[src/rtdec_map.svh]
// Opcodes, register offsets and reset values of the transfer decoder
`ifndef RTDEC_MAP_SVH
`define RTDEC_MAP_SVH
`define RTDEC_OP_TIMER_PAIR 10'h01A
`define RTDEC_OP_PSC0 10'h228
`define RTDEC_OP_PSC1 10'h229
`define RTDEC_OP_IRQ1 10'h217
`define RTDEC_OP_IRQ2 10'h218
`define RTDEC_OP_WAKE0 10'h21B
`define RTDEC_OP_WAKE1 10'h214
`define RTDEC_OP_WAKE2 10'h215
`define RTDEC_SEL_TIMER 0
`define RTDEC_NUM_SEL 8
`define RTDEC_NUM_NIB 7
`define RTDEC_TIMER_HI_POS 4
`define RTDEC_ADDR_CTRL 8'h00
`define RTDEC_ADDR_STATUS 8'h04
`define RTDEC_ADDR_TIMER 8'h08
`define RTDEC_ADDR_NIB_BASE 8'h0C
`define RTDEC_CTRL_EN_POS 0
`define RTDEC_CTRL_RST 1'h1
`define RTDEC_NIB_RST 4'h0
`define RTDEC_TIMER_RST 8'h00
`endif

[src/rtdec_pkg.sv]
// Types shared by the transfer decoder modules
package rtdec_pkg;
   typedef logic [3:0] rtdec_nib_t;
   typedef logic [7:0] rtdec_byte_t;
   typedef logic [9:0] rtdec_code_t;
   typedef logic [7:0] rtdec_sel_t;
endpackage : rtdec_pkg

[src/rtdec_sel_if.sv]
// Carrier between the core and its opcode decoder
interface rtdec_sel_if;
   rtdec_pkg::rtdec_code_t instr;
   logic valid;
   logic enable;
   rtdec_pkg::rtdec_sel_t sel;
   modport dec (input instr, input valid, input enable, output sel);
   modport core (output instr, output valid, output enable, input sel);
endinterface : rtdec_sel_if

[src/rtdec_decode.sv]
// Opcode match logic: one select line per transfer target
`include "rtdec_map.svh"
module rtdec_decode (
   input wire logic clk_sys,  // System clock
   input wire logic rst,      // Synchronous reset
   rtdec_sel_if.dec bus       // Instruction in, selects out
);
   localparam rtdec_pkg::rtdec_code_t OPC [0:`RTDEC_NUM_SEL-1] = '{
      `RTDEC_OP_TIMER_PAIR, `RTDEC_OP_PSC0, `RTDEC_OP_PSC1,
      `RTDEC_OP_IRQ1, `RTDEC_OP_IRQ2,
      `RTDEC_OP_WAKE0, `RTDEC_OP_WAKE1, `RTDEC_OP_WAKE2};

   // Full 10-bit compare, so no other instruction aliases a target
   genvar i;
   generate
      for (i = 0; i < `RTDEC_NUM_SEL; i++) begin : g_match
         assign bus.sel[i] = bus.valid && bus.enable &&
                             (bus.instr == OPC[i]);
      end
   endgenerate

   // Distinct codes can never raise two targets at once
   chk_sel_onehot: assert property (@(posedge clk_sys) disable iff (rst)
      $onehot0(bus.sel))
      else $error("two transfer targets selected");
endmodule // rtdec_decode

[src/rtdec_core.sv]
// Register transfer decode and execute, with software register port
`include "rtdec_map.svh"
// Overview of operation
// - Code 01A loads the timer data register from aux and accumulator.
// - The paired load puts the aux register in timer bits 7 to 4.
// - The paired load puts the accumulator in timer bits 3 to 0 at once.
// - Codes 228 and 229 copy the accumulator to port structure 0 and 1.
// - Code 217 copies the accumulator to interrupt control 1.
// - Code 218 copies the accumulator to interrupt control 2.
// - Code 214 copies the accumulator to wakeup control 1.
// - Code 215 copies the accumulator to wakeup control 2.
module rtdec_core (
   input wire logic clk_sys,                    // 200 MHz clock
   input wire logic rst,                        // Sync reset, high
   input wire rtdec_pkg::rtdec_code_t instr,    // Instruction word
   input wire logic instr_valid,                // One per instr cycle
   input wire rtdec_pkg::rtdec_nib_t acc,       // Accumulator
   input wire rtdec_pkg::rtdec_nib_t aux,       // Auxiliary register
   input wire logic [7:0] reg_addr,             // Software address
   input wire logic [31:0] reg_wdata,           // Software write data
   input wire logic reg_wr,                     // Write strobe
   input wire logic reg_rd,                     // Read strobe
   output logic [31:0] reg_rdata,               // Read data, next cycle
   output rtdec_pkg::rtdec_byte_t timer_data,   // Timer data register
   output rtdec_pkg::rtdec_nib_t port_struct_ctl0, // Port structure 0
   output rtdec_pkg::rtdec_nib_t port_struct_ctl1, // Port structure 1
   output rtdec_pkg::rtdec_nib_t irq_ctl1,      // Interrupt control 1
   output rtdec_pkg::rtdec_nib_t irq_ctl2,      // Interrupt control 2
   output rtdec_pkg::rtdec_nib_t wake_ctl0,     // Wakeup control 0
   output rtdec_pkg::rtdec_nib_t wake_ctl1,     // Wakeup control 1
   output rtdec_pkg::rtdec_nib_t wake_ctl2,     // Wakeup control 2
   output logic op_done,                        // Transfer executed
   output logic carry_we,                       // Carry write request
   output logic skip_req                        // Skip next instr
);
   rtdec_sel_if sel_bus ();
   rtdec_pkg::rtdec_nib_t nib [0:`RTDEC_NUM_NIB-1];
   logic dec_en;
   logic [7:0] done_cnt;
   logic [2:0] last_tgt;
   logic any_sel;
   logic [2:0] next_tgt;

   assign sel_bus.instr = instr;
   assign sel_bus.valid = instr_valid;
   assign sel_bus.enable = dec_en;
   assign any_sel = |sel_bus.sel;

   rtdec_decode u_decode (
      .clk_sys (clk_sys),
      .rst     (rst),
      .bus     (sel_bus)
   );

   // Target index for the status register
   always_comb begin
      next_tgt = 3'h0;
      for (int k = 0; k < `RTDEC_NUM_SEL; k++) begin
         if (sel_bus.sel[k]) begin
            next_tgt = 3'(k);
         end
      end
   end

   // Paired load: both nibbles land on the same edge
   always_ff @(posedge clk_sys) begin
      if (rst) begin
         timer_data <= `RTDEC_TIMER_RST;
      end else if (sel_bus.sel[`RTDEC_SEL_TIMER]) begin
         timer_data[7:`RTDEC_TIMER_HI_POS] <= aux;
         timer_data[`RTDEC_TIMER_HI_POS-1:0] <= acc;
      end
   end

   // Nibble targets: select k+1 loads the whole accumulator into nib k
   genvar n;
   generate
      for (n = 0; n < `RTDEC_NUM_NIB; n++) begin : g_nib
         always_ff @(posedge clk_sys) begin
            if (rst) begin
               nib[n] <= `RTDEC_NIB_RST;
            end else if (sel_bus.sel[n+1]) begin
               nib[n] <= acc;
            end
         end
      end
   endgenerate

   assign port_struct_ctl0 = nib[0];
   assign port_struct_ctl1 = nib[1];
   assign irq_ctl1 = nib[2];
   assign irq_ctl2 = nib[3];
   assign wake_ctl0 = nib[4];
   assign wake_ctl1 = nib[5];
   assign wake_ctl2 = nib[6];

   // Completion in the one cycle; carry and skip are never requested
   always_ff @(posedge clk_sys) begin
      if (rst) begin
         op_done <= 1'b0;
         carry_we <= 1'b0;
         skip_req <= 1'b0;
      end else begin
         op_done <= any_sel;
         carry_we <= 1'b0;
         skip_req <= 1'b0;
      end
   end

   // Status: executed-transfer count and last target
   always_ff @(posedge clk_sys) begin
      if (rst) begin
         done_cnt <= 8'h00;
         last_tgt <= 3'h0;
      end else if (any_sel) begin
         done_cnt <= done_cnt + 8'h01;  // Wraps; a trace aid only
         last_tgt <= next_tgt;
      end
   end

   // Control register; disabling turns every code into a no-op here
   always_ff @(posedge clk_sys) begin
      if (rst) begin
         dec_en <= `RTDEC_CTRL_RST;
      end else if (reg_wr && reg_addr == `RTDEC_ADDR_CTRL) begin
         dec_en <= reg_wdata[`RTDEC_CTRL_EN_POS];
      end
   end

   // Read port; targets are read only, unmapped reads return zero
   always_ff @(posedge clk_sys) begin
      if (rst) begin
         reg_rdata <= 32'h0000_0000;
      end else if (reg_rd) begin
         reg_rdata <= 32'h0000_0000;
         case (reg_addr)
            `RTDEC_ADDR_CTRL: reg_rdata[`RTDEC_CTRL_EN_POS] <= dec_en;
            `RTDEC_ADDR_STATUS: reg_rdata[10:0] <= {last_tgt, done_cnt};
            `RTDEC_ADDR_TIMER: reg_rdata[7:0] <= timer_data;
            default: begin
               for (int k = 0; k < `RTDEC_NUM_NIB; k++) begin
                  if (reg_addr == `RTDEC_ADDR_NIB_BASE + 8'(4 * k)) begin
                     reg_rdata[3:0] <= nib[k];
                  end
               end
            end
         endcase
      end else begin
         reg_rdata <= 32'h0000_0000;
      end
   end

   // Checks tie each target to its opcode and the sampled sources
   chk_pair_whole: assert property (
      @(posedge clk_sys) disable iff (rst)
      (instr_valid && dec_en && instr == `RTDEC_OP_TIMER_PAIR) |=>
      timer_data == {$past(aux), $past(acc)})
      else $error("paired timer load wrong");

   chk_pair_upper: assert property (
      @(posedge clk_sys) disable iff (rst)
      sel_bus.sel[`RTDEC_SEL_TIMER] |=>
      timer_data[7:4] == $past(aux))
      else $error("timer upper nibble not from aux");

   chk_pair_lower: assert property (
      @(posedge clk_sys) disable iff (rst)
      sel_bus.sel[`RTDEC_SEL_TIMER] |=>
      timer_data[3:0] == $past(acc))
      else $error("timer lower nibble not from acc");

   chk_port_struct: assert property (
      @(posedge clk_sys) disable iff (rst)
      (instr_valid && dec_en && instr == `RTDEC_OP_PSC0) |=>
      port_struct_ctl0 == $past(acc) && $stable(port_struct_ctl1))
      else $error("port structure 0 load wrong");

   chk_port_struct1: assert property (
      @(posedge clk_sys) disable iff (rst)
      (instr_valid && dec_en && instr == `RTDEC_OP_PSC1) |=>
      port_struct_ctl1 == $past(acc) && $stable(port_struct_ctl0))
      else $error("port structure 1 load wrong");

   chk_irq_one: assert property (
      @(posedge clk_sys) disable iff (rst)
      (instr_valid && dec_en && instr == `RTDEC_OP_IRQ1) |=>
      irq_ctl1 == $past(acc) && $stable(irq_ctl2))
      else $error("interrupt control 1 load wrong");

   chk_irq_two: assert property (
      @(posedge clk_sys) disable iff (rst)
      (instr_valid && dec_en && instr == `RTDEC_OP_IRQ2) |=>
      irq_ctl2 == $past(acc) && $stable(irq_ctl1))
      else $error("interrupt control 2 load wrong");

   chk_wake_zero: assert property (
      @(posedge clk_sys) disable iff (rst)
      (instr_valid && dec_en && instr == `RTDEC_OP_WAKE0) |=>
      wake_ctl0 == $past(acc) && $stable(wake_ctl1))
      else $error("wakeup control 0 load wrong");

   chk_wake_one: assert property (
      @(posedge clk_sys) disable iff (rst)
      (instr_valid && dec_en && instr == `RTDEC_OP_WAKE1) |=>
      wake_ctl1 == $past(acc) && $stable(wake_ctl2))
      else $error("wakeup control 1 load wrong");

   chk_wake_two: assert property (
      @(posedge clk_sys) disable iff (rst)
      (instr_valid && dec_en && instr == `RTDEC_OP_WAKE2) |=>
      wake_ctl2 == $past(acc) && $stable(wake_ctl1))
      else $error("wakeup control 2 load wrong");

   // Done pulse lasts one cycle unless another transfer follows at once
   chk_single_cycle: assert property (
      @(posedge clk_sys) disable iff (rst)
      any_sel |=> op_done ##1 (!op_done || $past(any_sel)))
      else $error("transfer not done in one cycle");

   chk_no_skip_carry: assert property (
      @(posedge clk_sys) disable iff (rst)
      op_done |-> !skip_req && !carry_we)
      else $error("transfer touched carry or skip");
endmodule // rtdec_core

[config.mk]
export PLATFORM = sky130hd
export DESIGN_NAME = rtdec_core
export DESIGN_NICKNAME = d
export VERILOG_FILES = /design/src/rtdec_pkg.sv /design/src/rtdec_sel_if.sv /design/src/rtdec_decode.sv /design/src/rtdec_core.sv
export VERILOG_INCLUDE_DIRS = /design/src
export SDC_FILE = /design/constraint.sdc
export NUM_CORES = 1
export LEC_CHECK = 0
export ABC_AREA = 1
export BUFFER_PORTS_ARGS = -buffer_cell sky130_fd_sc_hd__buf_4
export CORE_ASPECT_RATIO = 0.6
export CORE_MARGIN = 5
export CORE_UTILIZATION = 44
export CTS_CLUSTER_DIAMETER = 30
export DETAILED_ROUTE_END_ITERATION = 8
export PLACE_DENSITY = 0.76
export SLEW_MARGIN = 20
export SYNTH_ARGS = -nofsm -noshare
export SYNTH_HDL_FRONTEND = slang
export SYNTH_SLANG_ARGS = --single-unit
[constraint.sdc]
create_clock -name clk_sys -period 1.3 [get_ports clk_sys]
set_input_delay 0.13 -clock clk_sys [delete_from_list [all_inputs] [get_ports clk_sys]]
set_output_delay 0.13 -clock clk_sys [all_outputs]
set_load 0.01 [all_outputs]
Yosys cells after proc, flatten, opt, wreduce, memory -nomap -nowiden

Memories as Yosys holds them, arrays and structs flattened.
Cells that the tools add are included.

Bits in registers: 53
Memory bits (writable): 28
Input bits: 63
Output and inout port bits: 71
Logic and storage cells: 97
Memories kept: 1

Memories:

| memory | depth | width | read ports | clocked after Yosys merged registers in | write ports | line             | text |
|---|---|---|---|---|---|---|---|
| nib    | 7     | 4     | 7          | 0                                       | 7           | rtdec_core.sv:37 | `` rtdec_pkg::rtdec_nib_t nib [0:`RTDEC_NUM_NIB-1]; `` |

Add/sub/neg operators: 1
Equal/unequal tests: 17
Multiplexer cells: 47
Bitwise logic cells: 9
Reductions and logical operators: 14

Operator list:

| cell                                            | count |
|---|---|
| == test 10 bit (second input constant)          | 7 |
| 2-to-1 mux 4 bit                                | 14 |
| == test 8 x 5 -> 1 bit (second input constant)  | 4 |
| 2-to-1 mux 1 bit                                | 24 |
| 2-to-1 mux 3 bit                                | 6 |
| == test 8 x 4 -> 1 bit (second input constant)  | 2 |
| == test 8 x 6 -> 1 bit (second input constant)  | 2 |
| == test 10 x 5 -> 1 bit (second input constant) | 1 |
| logical AND 1 bit                               | 10 |
| one-hot mux 3 bit (3 select lines)              | 1 |
| adder 8 x 1 -> 8 bit (second input constant)    | 1 |
| == test 8 x 3 -> 1 bit (second input constant)  | 1 |
| logical NOT 8 bit                               | 1 |
| one-hot mux 4 bit (2 select lines)              | 1 |
| OR reduction 8 bit                              | 1 |
| OR 1 bit                                        | 7 |
| one-hot mux 1 bit (3 select lines)              | 1 |
| OR reduction 3 bit                              | 1 |
| NOT 1 bit                                       | 2 |
| OR reduction 2 bit                              | 1 |

Depth between registers and ports, before layout

Gate-level depths: netlist (run 1).

Word-level depth: 9
Depth in mapped cells: 11
Gate-level depth less buffers: 11

By module

Synthesis (run 1) repeated with hierarchy kept, for this count alone.

Cell total of the unflattened synthesis: 397
Area total of the unflattened synthesis: 3,045.4 um2

Modules (own cells, without submodules):

| module       | times used | cells each | area an instance (um2) | sequential area each (um2) |
|---|---|---|---|---|
| rtdec_core   | 1          | 356        | 2,857.7                | 1,481.4 |
| rtdec_decode | 1          | 41         | 187.7                  | 0.0 |

Worst setup path after synthesis (run 1)

No wires, ideal clock.

Kind: register to register
Start point: register dec_en
End point: register done_cnt[0]
Setup time: 0.118 ns
Data arrival time: 1.139 ns
Data required time: 1.182 ns
Slack: 0.042 ns
Stages on the path, launching flop included: 10
Path buffers: 0
Period minus slack after synthesis: 1.258 ns
Cell sequence: dfxtp_1 nand2_2 nor2_2 nand3_1 nand2_2 nor2_4 nand2_4 nand2_1 o21ai_1 nor2_1

Word-level cells in the longest chain between the ends: 3
Elaborated cells on any way between the ends: 10
Those cells by class: reduce/logical: 10

RTL lines:

| element                | line               | text |
|---|---|---|
| from (decl)            | rtdec_core.sv:38   | `logic dec_en;` |
| from (signal assigned) | rtdec_core.sv:124  | `` dec_en <= `RTDEC_CTRL_RST; `` |
| from (signal assigned) | rtdec_core.sv:126  | `` dec_en <= reg_wdata[`RTDEC_CTRL_EN_POS]; `` |
| logical AND 1 bit *    | rtdec_decode.sv:17 | `assign bus.sel[i] = bus.valid && bus.enable &&` |
| logical AND 1 bit      | rtdec_decode.sv:17 |  |
| OR reduction 8 bit *   | rtdec_core.sv:47   | `assign any_sel = \|sel_bus.sel;` |
| to (signal assigned)   | rtdec_core.sv:116  | `done_cnt <= done_cnt + 8'h01;` |
| to (decl)              | rtdec_core.sv:39   | `logic [7:0] done_cnt;` |

Every way passes the cells marked *; elsewhere a longest branch is shown, timed or not.
A chain may end at the register's enable or synchronous reset.

Worst setup path after layout (run 1)

Same ends and word-level chain as after synthesis.

==> run metrics, run 1 <==
status finished, violations left; failing checks negative setup slack; die width 123 um; CTS H-tree lvls 3; r2r startpoint dec_en; Hold WC Path Type input pin to flop; CTS Buf Count 9; Psw 1.13 mW; final wirelength 9.60 mm; leakage power 2.12 nW; clk slew on worst S/H paths 60 ps; GRT Util Overall 20.3%; M1 WL 4.02 mm; die footprint 9560 um^2; synthesized instance count 439; setup slack after placement -149 ps; Hold Crit Depth 3; DR vias/cell 4.98; maximum VDD drop 0.694 mV; Placed Area 4140 um^2; antenna-violating nets left 0; Final nets 611; Ys Warns 0; Critical Path End Type flop; r2r endpoint done_cnt[0]; highest routed layer met4; R2R depth 9; Post-Syn Area 3370 um^2; DIE HEIGHT 77.8 um; placer congestion estimate 0.912; FP Rows 24; DR WL met2 4.23 mm; PD cells 1070 nW/um^2; via count 3264; DR WL/cell 14.6 um; share of power burned in registers 41.9%; Starting Density 45.8%; Area Growth Syn to Fin 34.6%; minimum clock period 1370 ps; cts hold-fix bufs 0; first-pass GRT wire length 15.1 mm; Hold EP dec_en; DRT iter0 DRCs 299; metal3 WL 1.22 mm; clock latency on the worst-skew pair 330 ps; placed cells 639; part of the power in combinational logic 8.7%; max-cap violation count 0; final setup fails 13; Design Area, Final 4530 um^2; Port Buf Inserts 79; Max Clk Rate 0.730 GHz; Core Box Area 7360 um^2; non-filler cells, final 656; slowest stage cell on the critical path dfxtp_2; average cell area after synthesis 7.67 um^2; initial antenna violation count 0; Setup Crit Path Kind flop to flop; CTS tree done; io pins 134; vias in the first global route 3055; # diodes 0; most common cell after layout, fill and taps aside buf_4; CP Data Required Time 1520 ps; final count of pins violating max slew 0; maximum clock path buffer count 2; DP HPWL 7.43 mm; R2R Setup Slk -70 ps; clk sinks 60; PnR worst setup slack -70.3 ps; fill count 634; grt total ovfl 0; Setup Skew 7.45 ps; register area share after synthesis 44.0%; switch share 23.2%; Startpoint Class flop; RSZ-0062 raised after global routing yes; crit-path cells nand2_4, nor2_4, nand3_1, nand2_2, nor2_4, nand2_4, nand2_1, o21ai_1, nor2_1; pin count of the biggest net entering global routing 22; slowest stage delay, CP 350 ps; final hold viol count 0; Yosys reg bits 60; Clock power frac 49.5%; min-delay src reg_wdata[0]; most frequent cells in the layout buf_4 (103), nand2_1 (77), nor2_1 (69); clock root buffer clkbuf_16; ratio of cells with drive above 1 in the final layout 30.8%; worst-path maximum fanout 8; Int Power 3.74 mW; critical path arrival 1590 ps; detailed-route DRC error count 0; TNS Setup -371 ps; DRT Pass-1 Iters 5; Cell variety after synth 30; final period utilization 105%; Power Total 4.86 mW
[stage by stage]
step           utilization [%]  hold WS, ps
2_1_floorplan                -          284
3_3_place_gp              56.3          391
3_5_place_dp              56.3          388
4_1_cts                   61.2         49.1
5_1_grt                   61.6         48.9
6_report                  61.6         53.5
[worst max-delay path, delay by kind of cell, from the launching register on]
| kind | cells | cell delay (ps) |
|---|---|---|
| compound gates | 1 | 90 |
| flops | 1 | 350 |
| simple gates | 8 | 810 |
[Yosys cell counts, drive strengths merged]
master	count	area, um^2
a21oi	21	120
o21ai	18	90.1
xor2	4	35.0
edfxtp	28	841
conb	1	3.75
nand3	39	215
nor2	84	389
o211ai	1	7.51
inv	61	229
dfxtp	32	641
nor3	9	55.1
nand2	90	378
a31oi	1	6.26
buf	29	209
nand4	15	93.8
ha	1	12.5
nor4	1	6.26
o32ai	4	35.0
[registers in the layout (all words and copies together) (netlist names)]
name	count
dec_en	1
done_cnt	8
last_tgt	3
nib	28
op_done	1
reg_rdata	11
timer_data	8
[final cells by class]
cell class / instances / area, um^2 / area share (%)
clock buffers: 12 / 289 / 6.38
clock inverters: 4 / 27.5 / 0.607
inverters: 61 / 229 / 5.05
multi-input cells: 311 / 1590 / 35.1
flip-flops and latches: 60 / 1480 / 32.7
well taps: 104 / 130 / 2.87
repair buffers: 104 / 785 / 17.3
[how the worst max path moves through the flow]
stage / start / end / cells past startpoint
after global routing: dec_en / done_cnt[0] / 9
after CTS: dec_en / done_cnt[0] / 9
after global placement: dec_en / done_cnt[0] / 9
after floorplan: dec_en / done_cnt[0] / 9
final: dec_en / done_cnt[0] / 9
after detailed placement: dec_en / done_cnt[6] / 9
[power groups by stage]
stage | registers, mW | logic [mW] | clock network (mW)
3_5_place_dp | 2.07 | 0.404 | 0
5_1_grt | 2.04 | 0.458 | 2.53
2_1_floorplan | 2.08 | 0.242 | 0
4_1_cts | 2.03 | 0.412 | 2.42
6_report | 2.03 | 0.421 | 2.41
3_3_place_gp | 2.07 | 0.395 | 0
[what timing repair did]
item,4_1_cts,5_1_grt
setup endpoints to repair,69,57
resized for setup,12,11
buffers inserted,0,1
cloned,0,0
pin swaps,9,4
[kinds of logic (layout without fill, tap and decap cells)]
| kind of cell | Yosys count | in the layout | synth area share (%) |
|---|---|---|---|
| other | 1 | 23 | 0.111 |
| xor gates and xnor gates | 4 | 4 | 1.04 |
| DFF | 60 | 60 | 44.0 |
| buffers and inverters | 90 | 181 | 13.0 |
| AOI/OAI and AO/OA | 45 | 45 | 7.69 |
| adders and majority gates | 1 | 1 | 0.372 |
| and+or+nand+nor | 238 | 238 | 33.8 |
[metal layers]
layer	vias to the layer above	global-route usage, %
met5	-	0
met4	0	5.03
met3	22	8.07
met2	170	30.5
met1	1476	27.3
li1	1596	-
(Power assumes the default switching activity.)
==> run 2: changes to the inputs <==
- ABC_AREA: 1 -> unset
- PLACE_DENSITY: 0.76 -> 0.77
==> run metrics, run 2 <==
post-synthesis xor/xnor area fraction 0.272% (was 1.04%); io pins 134 (unchanged); PnR worst setup slack -485 ps (was -70.3 ps); DRT iter0 DRCs 294 (was 299); FP Rows 24 (unchanged); Core Box Area 7180 um^2 (was 7360 um^2); most frequent cells in the layout buf_4 (132), dfxtp_1 (31), edfxtp_1 (28) (was buf_4 (103), nand2_1 (77), nor2_1 (69)); most common cell after layout, fill and taps aside buf_4 (unchanged); ratio of cells with drive above 1 in the final layout 45.3% (was 30.8%); CP Data Required Time 1560 ps (was 1520 ps); commonest cells in the synthesized netlist dfxtp_1 (32), and2_1 (31), edfxtp_1 (28) (was nand2_1 (78), nor2_1 (72), inv_1 (56)); grt total ovfl 0 (unchanged); vias in the first global route 3034 (was 3055); placer congestion estimate 0.925 (was 0.912); main combinational cell family by area after synthesis simple AND/OR/NAND/NOR gates (unchanged); ranking of synthesized cells by area edfxtp_1 (26%), dfxtp_1 (20%), and2_1 (6.0%) (was edfxtp_1 (25%), dfxtp_1 (19%), nand2_1 (8.7%)); clock root buffer clkbuf_16 (unchanged); clock latency on the worst-skew pair 320 ps (was 330 ps); part of the power in combinational logic 10.8% (was 8.7%); first-pass GRT wire length 15.7 mm (was 15.1 mm); initial antenna violation count 0 (unchanged); post-synth top area share 26.1% (was 25.0%); Clock power frac 49.6% (was 49.5%); die width 120 um (was 123 um); ys async rst share 0% (unchanged); critical path arrival 2040 ps (was 1590 ps); Simple-Gate Fraction of Synth Area 26.3% (was 33.8%); Int Power 3.95 mW (was 3.74 mW); average cell area after synthesis 9.58 um^2 (was 7.67 um^2); DP HPWL 7.49 mm (was 7.43 mm); Slew @ Worst Pin 508 ps; final setup fails 84 (was 13); share of power burned in registers 39.6% (was 41.9%); Ys Warns 0 (unchanged); RSZ-0062 raised after global routing yes (unchanged); DRT Pass-1 Iters 6 (was 5); Power Total 5.15 mW (was 4.86 mW); maximum VDD drop 0.813 mV (was 0.694 mV); Max Clk Rate 0.560 GHz (was 0.730 GHz); Critical Path End Type flop (unchanged); cts hold-fix bufs 0 (unchanged); compound-gate portion of the synthesized area 15.1% (was 7.69%); final hold viol count 0 (unchanged); PD cells 1030 nW/um^2 (was 1070 nW/um^2); final period utilization 137% (was 105%); Setup Crit Path Kind flop to flop (unchanged); failing checks negative setup slack (unchanged); Port Buf Inserts 79 (unchanged); Psw 1.20 mW (was 1.13 mW); DIE HEIGHT 76.3 um (was 77.8 um); die footprint 9180 um^2 (was 9560 um^2); Synth area leader edfxtp_1 (unchanged); setup slack after placement -753 ps (was -149 ps); status finished, violations left (unchanged); CTS Buf Count 9 (unchanged); DR WL/cell 17.5 um (was 14.6 um); pin count of the biggest net entering global routing 21 (was 22); GRT Util Overall 21.6% (was 20.3%); detailed-route DRC error count 0 (unchanged); Biggest register nib (unchanged); Setup Skew 5.16 ps (was 7.45 ps); Yosys reg bits 60 (unchanged); via count 3105 (was 3264); EDFF count, synth 28 (unchanged); mux cell area share after synthesis 3.42% (was 0%); minimum clock period 1780 ps (was 1370 ps); final wirelength 9.97 mm (was 9.60 mm); clk sinks 60 (unchanged); worst-path maximum fanout 5 (was 8); Final nets 538 (was 611); Area Growth Syn to Fin 55.8% (was 34.6%); final count of pins violating max slew 0 (unchanged); maximum clock path buffer count 2 (unchanged); leakage power 2.14 nW (was 2.12 nW); Hold WC Path Type input pin to flop (unchanged); most common cell in the netlist dfxtp_1 (was nand2_1); Startpoint Class flop (unchanged); Starting Density 44.9% (was 45.8%); max-cap violation count 0 (unchanged); synthesized instance count 336 (was 439); Post-synth top flop dfxtp_1 (unchanged); # diodes 0 (unchanged); DR vias/cell 5.45 (was 4.98); Slew HR 66.1%; switch share 23.3% (was 23.2%); CTS tree done (unchanged); max FFs per register 28 (unchanged); Largest regs nib: 28 flops, reg_rdata: 11 flops (unchanged); antenna-violating nets left 0 (unchanged); clk slew on worst S/H paths 60 ps (about the same); register area share after synthesis 46.0% (was 44.0%); post-synthesis adder-cell area fraction 0.389% (was 0.372%); CTS H-tree lvls 3 (unchanged); Cell variety after synth 57 (was 30); Post-Syn Area 3220 um^2 (was 3370 um^2)
## run 2: area by class of cell
class | count | area (um^2)
fill | 535 | 2160
multi-input combinational | 251 | 1910
sequential | 60 | 1480
timing repair buffer | 146 | 1160
clock buffer | 9 | 225
tap | 91 | 114
clock inverter | 7 | 100
inverter | 6 | 22.5
## run 2: cell families after synthesis
| family | after synthesis |
|---|---|
| and+or+nand+nor | 146 |
| AOI/OAI and AO/OA | 69 |
| DFF | 60 |
| buffers and inverters | 47 |
| muxes | 11 |
| adders and majority gates | 1 |
| other | 1 |
| xor gates and xnor gates | 1 |
## run 2: through the flow
step	TNS [ps]	cell area (um^2)	std cells	util [%]	hold WS, ps
3_3_place_gp	-30320	4320	544	60.3	365
5_1_grt	-29540	5020	570	69.9	66.9
2_1_floorplan	-14550	3480	358	-	274
6_report	-24250	5020	570	69.9	41.8
3_5_place_dp	-32750	4320	544	60.3	377
4_1_cts	-23810	4900	567	68.3	39.3
## run 2: final timing paths
kind                            slack [ps]            end  depth (start not counted)        start
worst max-delay path                  -480    done_cnt[2]                          7       dec_en
worst min-delay path                    40  timer_data[4]                          3       aux[0]
worst max register to register        -480    done_cnt[2]                          7       dec_en
worst min register to register         480    last_tgt[1]                          2  last_tgt[1]
## run 2: per-layer routing
layer / vias up / global-route usage, % / part of all wire [%]
met5: - / 0 / 0
met2: 164 / 31.8 / 43
met1: 1466 / 31.9 / 44
met3: 17 / 5.27 / 11
li1: 1458 / - / -
met4: 0 / 4.75 / 1.2
## run 2: power by group through the flow
stage               Clock, mW  Sequential (mW)  Combinational, mW
finish                   2.56             2.04              0.558
global route             2.69             2.04              0.597
CTS                      2.59             2.04              0.536
detailed placement          0             2.08              0.495
global placement            0             2.08              0.487
floorplan                   0             2.08              0.277
## run 2: timing repair
item	in CTS	in global routing
pin swaps	35	12
endpoints found under the hold margin	0	0
setup endpoints to repair	84	88
buffers inserted	7	4
resized for setup	41	22
gates cloned	0	0
## run 2: critical path: stages, from the launching register on
cell and delay [ps]:
dfxtp_2 340, nand4bb_1 120, buf_6 160, a2111oi_4 370, a311oi_4 100, buf_4 190, or3_4 320, a21oi_2 120
